==> config.mk <==
export PLATFORM = sky130hd
export DESIGN_NAME = dppm_top
export DESIGN_NICKNAME = d
export VERILOG_FILES = /design/src/hdl/dppm_pkg.sv /design/src/hdl/dppm_top.sv /design/src/hdl/dppm_io_cell.sv
export VERILOG_INCLUDE_DIRS = /design/src /design/src/hdl
export SDC_FILE = /design/constraint.sdc
export NUM_CORES = 1
export LEC_CHECK = 0
export BUFFER_PORTS_ARGS = -buffer_cell sky130_fd_sc_hd__buf_4
export CAP_MARGIN = 30
export CORE_MARGIN = 3
export CORE_UTILIZATION = 54
export CTS_CLUSTER_SIZE = 8
export DETAILED_ROUTE_END_ITERATION = 10
export GPL_TIMING_DRIVEN = 0
export PLACE_DENSITY = 0.95
export SLEW_MARGIN = 20
export SYNTH_ARGS = -nofsm -noshare
export SYNTH_HDL_FRONTEND = slang
export SYNTH_SLANG_ARGS = --single-unit
==> constraint.sdc <==
create_clock -name CLK_I -period 3.2 [get_ports CLK_I]
set_clock_uncertainty 0.05 [all_clocks]
set_input_delay 0.64 -clock CLK_I [delete_from_list [all_inputs] [get_ports CLK_I]]
set_output_delay 0.64 -clock CLK_I [all_outputs]
set_load 0.03 [all_outputs]
==> src/hdl/dppm_params.svh <==
// dppm_params.svh: constants of the diagnostic probe pin multiplexer.
// assumes: included by bare name from the package and the design modules.
`ifndef DPPM_PARAMS_SVH
`define DPPM_PARAMS_SVH

// pin indices of the multifunction pin group
`define DPPM_NUM_PINS         5
`define DPPM_PIN_GCLK         0
`define DPPM_PIN_DIAG_CLOCK   1
`define DPPM_PIN_DIAG_SERIAL  2
`define DPPM_PIN_PROBE_OUT_A  3
`define DPPM_PIN_PROBE_OUT_B  4

// internal node bus and probe selection
`define DPPM_NODE_W      16
`define DPPM_SEL_W       4
`define DPPM_SEL_RST     4'h0

// serial frame: op[1:0], select b[3:0], select a[3:0], most significant bit first
`define DPPM_FRAME_BITS  10
`define DPPM_CNT_W       4
`define DPPM_CNT_LAST    4'h9
`define DPPM_OP_SELECT   2'h1
`define DPPM_OP_LOCK     2'h2

`endif

==> src/hdl/dppm_pkg.sv <==
// dppm_pkg: types of the diagnostic probe pin multiplexer.
// assumes: dppm_params.svh on the include path.
`include "dppm_params.svh"

package dppm_pkg;

    // configured use of one user I/O pin
    typedef enum logic [2:0] {
        IO_INPUT,
        IO_OUTPUT,
        IO_TRISTATE,
        IO_BIDIR,
        IO_UNUSED
    } dppm_io_mode_t;

    typedef logic [`DPPM_SEL_W-1:0] dppm_sel_t;
    typedef logic [`DPPM_CNT_W-1:0] dppm_cnt_t;

endpackage

==> src/hdl/dppm_top.sv <==
// dppm_top: mode-strap multiplexing of the diagnostic pins and the I/O ring.
// assumes: pins and strap are asynchronous to CLK_I; NODE_I is on CLK_I;
// the diagnostic clock is far slower than CLK_I (bench: 160 ns period).
`include "dppm_params.svh"

module dppm_top (
    input  wire logic                        CLK_I,           // system clock, 100 MHz
    input  wire logic                        RST_I,           // async reset, high
    input  wire logic                        MODE_STRAP_I,    // diagnostic mode strap pin
    input  wire logic                        LOCK_STATE_I,    // stored probe-lock state
    input  wire logic                        GCLK_AS_IO_I,    // global clock pin is user I/O
    input  wire dppm_pkg::dppm_io_mode_t     IO_MODE_I [`DPPM_NUM_PINS], // per-pin buffer use
    input  wire logic [`DPPM_NUM_PINS-1:0]   USER_OUT_I,      // user output levels
    input  wire logic [`DPPM_NUM_PINS-1:0]   USER_OE_I,       // user output enables
    input  wire logic [`DPPM_NODE_W-1:0]     NODE_I,          // internal design nodes
    input  wire logic [`DPPM_NUM_PINS-1:0]   PAD_IN_I,        // pin levels
    output logic      [`DPPM_NUM_PINS-1:0]   PAD_OUT_O,       // pin drive levels
    output logic      [`DPPM_NUM_PINS-1:0]   PAD_OE_O,        // pin drive enables
    output logic      [`DPPM_NUM_PINS-1:0]   USER_IN_O,       // synchronised pin levels
    output logic                             GLOBAL_CLK_O,    // buffered global clock
    output logic                             DIAG_ACTIVE_O,   // diagnostic mode in force
    output logic                             PROBE_LOCKED_O,  // probe capability disabled
    output logic                             LOCK_BURN_O      // pulse: burn the lock fuse
);
    import dppm_pkg::*;

    // ****************************************
    // strap and lock synchronisers
    // ****************************************
    logic mode_m;
    logic mode_q;
    logic lock_m;
    logic lock_q;

    always_ff @(posedge CLK_I or posedge RST_I) begin
        if (RST_I) begin
            mode_m <= 1'b0;
            mode_q <= 1'b0;
            lock_m <= 1'b0;
            lock_q <= 1'b0;
        end else begin
            mode_m <= MODE_STRAP_I;
            mode_q <= mode_m;
            lock_m <= LOCK_STATE_I;
            lock_q <= lock_m;
        end
    end

    // ****************************************
    // diagnostic clock edge and serial frame
    // ****************************************
    logic                         diag_clock_d;
    logic                         blown;
    logic                         burn;
    logic                         sel_load;
    dppm_cnt_t                    bit_cnt;
    logic [`DPPM_FRAME_BITS-1:0]  shift;
    dppm_sel_t                    sel_a;
    dppm_sel_t                    sel_b;
    logic [`DPPM_NUM_PINS-1:0]    pin_in_s;

    wire diag_clock_s  = pin_in_s[`DPPM_PIN_DIAG_CLOCK];
    wire diag_serial_s = pin_in_s[`DPPM_PIN_DIAG_SERIAL];
    // diag clock edge used only in diagnostic mode
    wire diag_clock_rise = mode_q && diag_clock_s && !diag_clock_d;
    wire frame_end = diag_clock_rise && (bit_cnt == `DPPM_CNT_LAST);
    // serial bit taken at the rising edge
    wire [`DPPM_FRAME_BITS-1:0] next_shift = {shift[`DPPM_FRAME_BITS-2:0], diag_serial_s};
    wire [1:0]  frame_op   = next_shift[`DPPM_FRAME_BITS-1:`DPPM_FRAME_BITS-2];
    wire        op_select  = frame_end && (frame_op == `DPPM_OP_SELECT);
    wire        op_lock    = frame_end && (frame_op == `DPPM_OP_LOCK) && !blown;
    wire dppm_cnt_t next_cnt = frame_end ? '0 : dppm_cnt_t'(bit_cnt + 1'b1);
    wire        locked     = blown || lock_q;

    always_ff @(posedge CLK_I or posedge RST_I) begin
        if (RST_I) begin
            diag_clock_d <= 1'b0;
            bit_cnt <= '0;
            shift   <= '0;
        end else begin
            diag_clock_d <= diag_clock_s;
            if (!mode_q) begin
                bit_cnt <= '0;
            end else if (diag_clock_rise) begin
                bit_cnt <= next_cnt;
                shift   <= next_shift;
            end
        end
    end

    always_ff @(posedge CLK_I or posedge RST_I) begin
        if (RST_I) begin
            sel_a    <= `DPPM_SEL_RST;
            sel_b    <= `DPPM_SEL_RST;
            sel_load <= 1'b0;
        end else begin
            sel_load <= op_select;
            if (op_select) begin
                sel_a <= next_shift[`DPPM_SEL_W-1:0];
                sel_b <= next_shift[2*`DPPM_SEL_W-1:`DPPM_SEL_W];
            end
        end
    end

    // lock is sticky until RST_I clears it; the fuse keeps it after that
    always_ff @(posedge CLK_I or posedge RST_I) begin
        if (RST_I) begin
            blown <= 1'b0;
            burn  <= 1'b0;
        end else begin
            burn <= op_lock;
            if (op_lock) begin
                blown <= 1'b1;
            end
        end
    end

    // ****************************************
    // special-function pin overrides
    // ****************************************
    logic [`DPPM_NUM_PINS-1:0] spec_en;
    logic [`DPPM_NUM_PINS-1:0] spec_out;
    logic [`DPPM_NUM_PINS-1:0] spec_oe;

    wire node_a = NODE_I[sel_a];
    wire node_b = NODE_I[sel_b];

    // clock pin held as input when buffering the clock
    assign spec_en[`DPPM_PIN_GCLK]  = !GCLK_AS_IO_I;
    assign spec_out[`DPPM_PIN_GCLK] = 1'b0;
    assign spec_oe[`DPPM_PIN_GCLK]  = 1'b0;
    // diag clock pin is an input in diagnostic mode
    assign spec_en[`DPPM_PIN_DIAG_CLOCK]   = mode_q;
    assign spec_out[`DPPM_PIN_DIAG_CLOCK]  = 1'b0;
    assign spec_oe[`DPPM_PIN_DIAG_CLOCK]   = 1'b0;
    // serial pin is an input in diagnostic mode
    assign spec_en[`DPPM_PIN_DIAG_SERIAL]  = mode_q;
    assign spec_out[`DPPM_PIN_DIAG_SERIAL] = 1'b0;
    assign spec_oe[`DPPM_PIN_DIAG_SERIAL]  = 1'b0;
    // probe A drive, held low once locked
    assign spec_en[`DPPM_PIN_PROBE_OUT_A]  = mode_q;
    assign spec_out[`DPPM_PIN_PROBE_OUT_A] = node_a && !locked;
    assign spec_oe[`DPPM_PIN_PROBE_OUT_A]  = 1'b1;
    // probe B drive, held low once locked
    assign spec_en[`DPPM_PIN_PROBE_OUT_B]  = mode_q;
    assign spec_out[`DPPM_PIN_PROBE_OUT_B] = node_b && !locked;
    assign spec_oe[`DPPM_PIN_PROBE_OUT_B]  = 1'b1;

    // ****************************************
    // I/O ring
    // ****************************************
    genvar k;
    generate
        for (k = 0; k < `DPPM_NUM_PINS; k = k + 1) begin : g_pin
            dppm_io_cell u_cell (
                .clk_i         (CLK_I),
                .rst_i         (RST_I),
                .mode_i        (IO_MODE_I[k]),
                .user_out_i    (USER_OUT_I[k]),
                .user_oe_i     (USER_OE_I[k]),
                .spec_en_i     (spec_en[k]),
                .spec_out_i    (spec_out[k]),
                .spec_oe_i     (spec_oe[k]),
                .pad_in_i      (PAD_IN_I[k]),
                .pad_out_o     (PAD_OUT_O[k]),
                .pad_oe_o      (PAD_OE_O[k]),
                .pad_in_sync_o (pin_in_s[k])
            );
        end
    endgenerate

    logic gclk_buf;
    always_ff @(posedge CLK_I or posedge RST_I) begin
        if (RST_I) begin
            gclk_buf <= 1'b0;
        end else begin
            gclk_buf <= pin_in_s[`DPPM_PIN_GCLK] && !GCLK_AS_IO_I;
        end
    end

    assign USER_IN_O      = pin_in_s;
    assign GLOBAL_CLK_O   = gclk_buf;
    assign DIAG_ACTIVE_O  = mode_q;
    assign PROBE_LOCKED_O = locked;
    assign LOCK_BURN_O    = burn;
endmodule

==> src/hdl/dppm_io_cell.sv <==
// dppm_io_cell: one I/O buffer cell with a special-function override.
// assumes: pad_in_i comes from a pin; all other inputs are on clk_i.
`include "dppm_params.svh"

module dppm_io_cell (
    input  wire logic                   clk_i,       // system clock
    input  wire logic                   rst_i,       // async reset, high
    input  wire dppm_pkg::dppm_io_mode_t mode_i,     // configured buffer use
    input  wire logic                   user_out_i,  // user output level
    input  wire logic                   user_oe_i,   // user enable (tristate/bidir)
    input  wire logic                   spec_en_i,   // special function owns the pin
    input  wire logic                   spec_out_i,  // special output level
    input  wire logic                   spec_oe_i,   // special output enable
    input  wire logic                   pad_in_i,    // pin level
    output logic                        pad_out_o,   // pin drive level
    output logic                        pad_oe_o,    // pin drive enable
    output logic                        pad_in_sync_o // synchronised pin level
);
    import dppm_pkg::*;

    // ****************************************
    // buffer mode decode
    // ****************************************
    logic sync_m;
    logic sync_q;

    wire  mode_always = (mode_i == IO_OUTPUT) || (mode_i == IO_UNUSED);
    wire  mode_gated  = (mode_i == IO_TRISTATE) || (mode_i == IO_BIDIR);
    wire  user_oe     = mode_always || (mode_gated && user_oe_i);
    wire  user_level  = (mode_i == IO_UNUSED) ? 1'b0 : user_out_i;
    wire  next_oe     = spec_en_i ? spec_oe_i  : user_oe;
    wire  next_out    = spec_en_i ? spec_out_i : (user_oe & user_level);

    // ****************************************
    // registers
    // ****************************************
    always_ff @(posedge clk_i or posedge rst_i) begin
        if (rst_i) begin
            pad_out_o <= 1'b0;
            pad_oe_o  <= 1'b0;
            sync_m    <= 1'b0;
            sync_q    <= 1'b0;
        end else begin
            pad_out_o <= next_out;
            pad_oe_o  <= next_oe;
            sync_m    <= pad_in_i;
            sync_q    <= sync_m;
        end
    end

    assign pad_in_sync_o = sync_q;
endmodule

==> summary.md, run 1 <==
| Metric | Value |
|---|---|
| Largest family of logic cells by synthesized area | `multiplexers` |
| Bufs and invs on worst path | `1` |
| Crit path time final | `1957 ps` |
| Worst ir drop on vdd | `0.0003538 V` |
| CP arrival | `2090 ps` |
| Post-synthesis area per instance | `12.98 um^2` |
| DR iter-0 viols | `73` |
| Routed WL | `between 4 and 5 mm` |
| Reg clk slew, reported paths | `around 90 ps` |
| Fin area | `between 2000 and 3000 um^2` |
| Placed Cells | `290` |
| P&R area growth vs syn | `32.77%` |
| Tcrit/Tclk final | `0.6116` |
| Final setup fails | `0` |
| Most common cell after layout, fill and taps aside | `buf_4` |
| Most frequent cells in the layout | `buf_4 (84), dfrtp_1 (49), mux2_2 (17)` |
| Die Wd | `70.31 um` |
| Sequential share of the synthesized area | `0.5490` |
| Fraction of registers with async set/reset | `1.000` |
| Mapped Cells | `172` |
| Critical setup path kind | `reg -> reg` |
| Die Y-Extent | `between 70 and 80 um` |
| First drt pass iteration count | `4` |
| Crit path max-delay family | `simple AND/OR/NAND/NOR gates` |
| Hold buffers post-CTS | `0` |
| Longest Clk Path Bufs | `2` |
| Main area contributors after synthesis | `dfrtp_1 (55%), mux2_2 (8.6%), mux2i_1 (5.4%)` |
| Largest net degree at the start of global routing | `36` |
| Top cell type's share of synthesized area | `0.5490` |
| PwrDens | `493.6 nW/um^2` |
| Netlist cell types | `36` |
| Vias in the first global route | `between 1500 and 2000` |
| Compound-cell area share of the yosys netlist | `0.08123` |
| Mapped cell area | `2233 um^2` |
| #FFs+latches synth | `49` |
| RSZ-0062 raised after global routing | `no` |
| Crit-path slowest cell | `dfrtp_1` |
| CP startpoint kind | `register` |
| Reg-to-reg setup timing slack | `1240 ps` |
| Tot Pwr | `1464 uW` |
| Slew Limit Fails | `0` |
| Syn nets | `about 230` |
| Final non-filler cell total | `approximately 300` |
| Routed met3 length | `362 um` |
| Mux cell area share after synthesis | `0.1798` |
| Max Cap Violations | `0` |
| Setup TNS | `0 ps` |
| Num rows | `22` |
| CP Capture Type | `register` |
| Die area | `4944 um^2` |
| # DRC | `0` |
| CTS buffer count | `5` |
| Root Driver | `clkbuf_8` |
| Num ports | `70` |
| P_leak | `0.001435 uW` |
| Gr usage total | `0.1890` |
| Adder-cell share of the synthesized area | `0.01120` |
| Vias | `1614` |
| Initial antenna violation count | `0` |
| Final net count | `302` |
| H-Tree Depth | `2` |
| Met1 WL | `1.778 mm` |
| Final hold violation count | `0` |
| Vias/cell | `5.416` |
| WP data required | `3340 ps` |
| Metal2 WL | `2.266 mm` |
| Hold Path Class | `in -> async` |
| First-pass GRT wire length | `7.396 mm` |
| Layout cells sized above 1 | `0.4880` |
| TritonCTS clock tree | `built` |
| Starting Density | `0.5837` |
| Core Footprint | `3826 um^2` |
| Total gr overflow | `0` |
| ANT cells | `0` |
| Simple-gate portion of the synthesized area | `0.08796` |
| Wirelength per Cell | `14.92 um` |
| Clock Sinks | `49` |
| Crit path largest cell delay | `420 ps` |
| Reg2Reg Capture Point | `sel_a[2]` |
| Port Buffers | `between 60 and 70` |
| Crit-path cells | `inv_1, ha_1, nand3b_1, or2_4, nor3b_4, mux2_2` |
| Top FF cell, synth | `dfrtp_1` |
| RD Place Congestion | `0.7620` |
| Postcts setup bufs | `0` |
| Area leader, netlist | `dfrtp_1` |
| XOR/XNOR Fraction of Synth Area | `0.01569` |
| Worst-path fanout max | `8` |
| Antenna viol nets, final | `0` |
| Fmax achieved | `0.5110 GHz` |
| Slew at the pin with the worst max-slew slack | `496.7 ps` |
| Post-CTS sizing | `0` |
| Relative slew margins | `0.6689` |
| Outcome | `finished, final reports clean` |
| Area after DPL | `2831 um^2` |
| Synth warnings | `0` |
| FF-to-FF Start | `bit_cnt[1]` |
| Worst-Skew Late Latency | `300 ps` |
| Post-synth EDFFs | `0` |
| Top layer in use | `met4` |
| R2R cell count | `6` |
| Detailed placement HPWL | `3.381 mm` |
[state kept, by name (all words and copies together), names as in the netlist]
name,count
DIAG_ACTIVE_O,1
g_pin.u_cell.sync_m,5
g_pin.u_cell.pad_oe_o,5
sel_b,4
shift,9
mode_m,1
blown,1
bit_cnt,4
LOCK_BURN_O,1
g_pin.u_cell.pad_in_sync_o,5
lock_m,1
sel_a,4
GLOBAL_CLK_O,1
g_pin.u_cell.pad_out_o,5
lock_q,1
diag_clock_d,1
[how the worst max path moves through the flow]
| stage | startpoint | to | slack [ps] | depth (start not counted) |
|---|---|---|---|---|
| floorplan | RST_I | DIAG_ACTIVE_O | 1340 | 1 |
| finish | bit_cnt[1] | sel_a[2] | 1240 | 6 |
| CTS | bit_cnt[1] | sel_a[2] | 1240 | 6 |
| global placement | RST_I | g_pin[1].u_cell.pad_out_o | 750 | 2 |
| detailed placement | bit_cnt[1] | sel_a[2] | 1260 | 6 |
| global route | bit_cnt[1] | sel_b[0] | 1130 | 6 |
[kinds of logic (layout without fill, tap and decap cells)]
kind of cell / Yosys count / after routing
flops: 49 / 49
mux: 33 / 33
simple gates: 30 / 30
buf+inv: 29 / 107
compound gates: 25 / 25
xor+xnor: 4 / 4
fa+ha+maj: 2 / 2
[Yosys cell counts (2+ instances only)]
| cell | count |
|---|---|
| dfrtp_1 | 49 |
| mux2_2 | 17 |
| buf_4 | 15 |
| mux2i_1 | 12 |
| inv_1 | 10 |
| nor2_1 | 7 |
| o21ai_0 | 6 |
| mux4_2 | 4 |
| nand2_1 | 4 |
| nand3b_1 | 4 |
| nand3_1 | 3 |
| o311a_1 | 3 |
| o31ai_1 | 3 |
| xor2_1 | 3 |
| a211oi_1 | 2 |
| a21oi_1 | 2 |
| a22oi_1 | 2 |
| a311oi_1 | 2 |
| buf_2 | 2 |
| clkbuf_1 | 2 |
| ha_1 | 2 |
| nand2b_1 | 2 |
| nor2b_1 | 2 |
| nor4b_1 | 2 |
[power by group]
part / switching (uW) / internal [uW] / leakage, uW
sequential: 46.6 / 683 / 0.000623
combinational: 96.0 / 130 / 0.000744
clock: 198 / 310 / 0.0000681
total: 341 / 1120 / 0.00144
[per-stage QoR]
stage	hold slack, ps	setup WS, ps	util
global placement	281.5	752.8	0.7348
detailed placement	284.7	1262	0.7400
CTS	248.2	1241	0.7750
global route	250.0	1132	0.7750
finish	240.7	1243	0.7750
floorplan	281.2	1337	-
[area by class of cell]
cell class                 instances  area, um^2
fill                             242       860.8
inverter                          10       37.54
timing repair buffer              70       538.0
multi-input combinational         94       839.6
clock inverter                     3       65.06
buffer                            19       130.1
tap                               48       60.06
clock buffer                       5       68.82
sequential                        49        1226
[metal layers]
metal,track usage,vias up
li1,-,754
met1,0.2319,792
met2,0.3108,63
met3,0.06906,5
met4,0.05745,0
met5,0,-
(Power assumes the default switching activity.)
==> run 2: changes to the inputs <==
--- a/config.mk
+++ b/config.mk
@@ -9,11 +9,11 @@
 export BUFFER_PORTS_ARGS = -buffer_cell sky130_fd_sc_hd__buf_4
 export CAP_MARGIN = 30
 export CORE_MARGIN = 3
-export CORE_UTILIZATION = 54
+export CORE_UTILIZATION = 46
 export CTS_CLUSTER_SIZE = 8
 export DETAILED_ROUTE_END_ITERATION = 10
 export GPL_TIMING_DRIVEN = 0
-export PLACE_DENSITY = 0.95
+export PLACE_DENSITY = 0.87
 export SLEW_MARGIN = 20
 export SYNTH_ARGS = -nofsm -noshare
 export SYNTH_HDL_FRONTEND = slang
==> constraint.sdc (replaced) <==
create_clock -name CLK_I -period 1.8 [get_ports CLK_I]
set_clock_uncertainty 0.05 [all_clocks]
set_input_delay 0.36 -clock CLK_I [delete_from_list [all_inputs] [get_ports CLK_I]]
set_output_delay 0.36 -clock CLK_I [all_outputs]
set_load 0.03 [all_outputs]
==> run 2 against run 1 <==
Against the previous run: the run now ends with negative hold slack, negative setup slack left; sequential power increased by 77%; worst setup slack got worse by 1300 ps; first-iteration DRC count decreased by 6.8%; critical path depth increased by 1; highest routed layer unchanged; critical path type unchanged.
==> summary.md, run 2 (synthesis results as in run 1) <==
| Metric | Value |
|---|---|
| Root Driver | `clkbuf_8` |
| Setup slack after layout | `-42.45 ps` |
| Die Y-Extent | `75.68 um` |
| Antenna viol nets, final | `0` |
| First-pass GRT wire length | `7.445 mm` |
| Hold Path Class | `in -> async` |
| Crit path time final | `around 1800 ps` |
| Internal power | `1909 uW` |
| Slew at the pin with the worst max-slew slack | `488.5 ps` |
| Critical setup path kind | `reg -> reg` |
| Max Cap Violations | `0` |
| Gr usage total | `0.1753` |
| Layout cells sized above 1 | `0.5287` |
| Final net count | `313` |
| Die Wd | `between 70 and 80 um` |
| Final hold violation count | `2` |
| Worst-Skew Late Latency | `300 ps` |
| ANT cells | `0` |
| Clock power share | `0.317` |
| CTS buffer count | `5` |
| Port Buffers | `between 60 and 70` |
| Most frequent cells in the layout | `buf_4 (94), dfrtp_1 (48), mux2i_1 (12)` |
| Tcrit/Tclk final | `1.024` |
| CP arrival | `between 1500 and 2000 ps` |
| CP Capture Type | `register` |
| DR iter-0 viols | `between 60 and 70` |
| RSZ-0062 raised after global routing | `yes` |
| Num rows | `24` |
| Switching power total | `592.9 uW` |
| CP startpoint kind | `register` |
| Num ports | `70` |
| TritonCTS clock tree | `built` |
| Outcome | `finished with violations` |
| Vias in the first global route | `roughly 1700` |
| Placed Cells | `307` |
| Die area | `5727 um^2` |
| Failing checks | `negative hold slack, negative setup slack` |
| # DRC | `0` |
| Detailed placement HPWL | `3.299 mm` |
| Relative slew margins | `0.6743` |
| Most flops, register | `shift` |
| P&R area growth vs syn | `39.61%` |
| Total gr overflow | `0` |
| Reg clk slew, reported paths | `90 ps` |
| Switching part of the total power | `0.2369` |
| First drt pass iteration count | `5` |
| Largest net degree at the start of global routing | `32` |
| Worst hold margin | `-8.210 ps` |
| P_leak | `0.001500 uW` |
| Vias | `between 1500 and 2000` |
| Core Footprint | `4534 um^2` |
| WP data required | `1930 ps` |
| Routed WL | `4.631 mm` |
| Worst-path fanout max | `8` |
| Clock Sinks | `49` |
| Slew Limit Fails | `0` |
| Fmax achieved | `0.5428 GHz` |
| Logic pwr share | `0.167` |
| RD Place Congestion | `~0.78` |
| Worst ir drop on vdd | `between 0.0005 and 0.0006 V` |
| Sequential Power Share | `0.516` |
| Most common cell after layout, fill and taps aside | `buf_4` |
| Initial antenna violation count | `0` |
| Hold buffers post-CTS | `0` |
| Worst slack, placed | `-125.5 ps` |
| H-Tree Depth | `2` |
| Longest Clk Path Bufs | `2` |
| Max FFs per register | `9` |
| Starting Density | `0.4925` |
| Vias/cell | `4.966` |
| Final non-filler cell total | `between 300 and 400` |
| Final setup fails | `8` |
| PwrDens | `~800 nW/um^2` |
| Wirelength per Cell | `approximately 14 um` |
[run 2: cell type report]
cell class | instances | area, um^2
Inverter | 10 | 37.54
Clock inverter | 1 | 30.03
Buffer | 19 | 130.1
Tap cell | 65 | 81.33
Fill cell | 332 | 1416
Timing Repair Buffer | 81 | 633.1
Clock buffer | 7 | 86.33
Multi-Input combinational cell | 94 | 892.1
Sequential cell | 49 | 1227
[run 2: critical path, cell delays in order, from the launching register on]
cell and delay (ps):
dfrtp_1 390, inv_1 60, ha_2 170, nand3b_1 110
or2_4 260, nor3b_4 210, buf_12 170, mux2_4 300
[run 2: what timing repair did]
action                     in CTS  in global routing
setup endpoints to repair       8                 11
setup buffers                  10                  3
pin swaps                       2                  3
resized for setup               9                  6
[run 2: worst paths after layout]
kind	startpoint	endpoint	slack (ps)	cells after the start
setup / recovery	bit_cnt[1]	sel_b[0]	-40	7
hold / removal	RST_I	bit_cnt[1]	-8	2
setup reg to reg	bit_cnt[1]	sel_b[0]	-40	7
hold reg to reg	g_pin[2].u_cell.sync_m	g_pin[2].u_cell.pad_in_sync_o	300	0
max in group asynchronous	RST_I	shift[5]	1220	3
min in group CLK_I	PAD_IN_I[0]	g_pin[0].u_cell.sync_m	120	1
[run 2: per-layer routing]
metal  part of all wire  vias up  GRT usage
li1                   -      772          -
met1               0.39      772     0.2094
met2               0.51       61     0.2915
met3              0.070       14    0.05409
met4              0.027        0    0.07767
met5                  0        -          0
[run 2: stage by stage]
step	hold WS [ps]	setup TNS (ps)	util	instance area (um^2)	power, uW
6_report	-8.210	-307.1	0.6876	3118	2502
5_1_grt	16.44	-942.4	0.6876	3118	2624
4_1_cts	5.520	-218.3	0.6816	3090	2517
3_5_place_dp	284.7	-983.5	0.6294	2854	1715
3_3_place_gp	281.1	-20060	0.6250	2834	1688
2_1_floorplan	281.1	0	-	2235	1527
[run 2: power by group through the flow]
stage               registers, uW  clock network (uW)  logic [uW]
floorplan                    1290                   0         235
global placement             1300                   0         384
detailed placement           1310                   0         403
CTS                          1290                 814         413
global route                 1310                 860         454
finish                       1290                 793         418
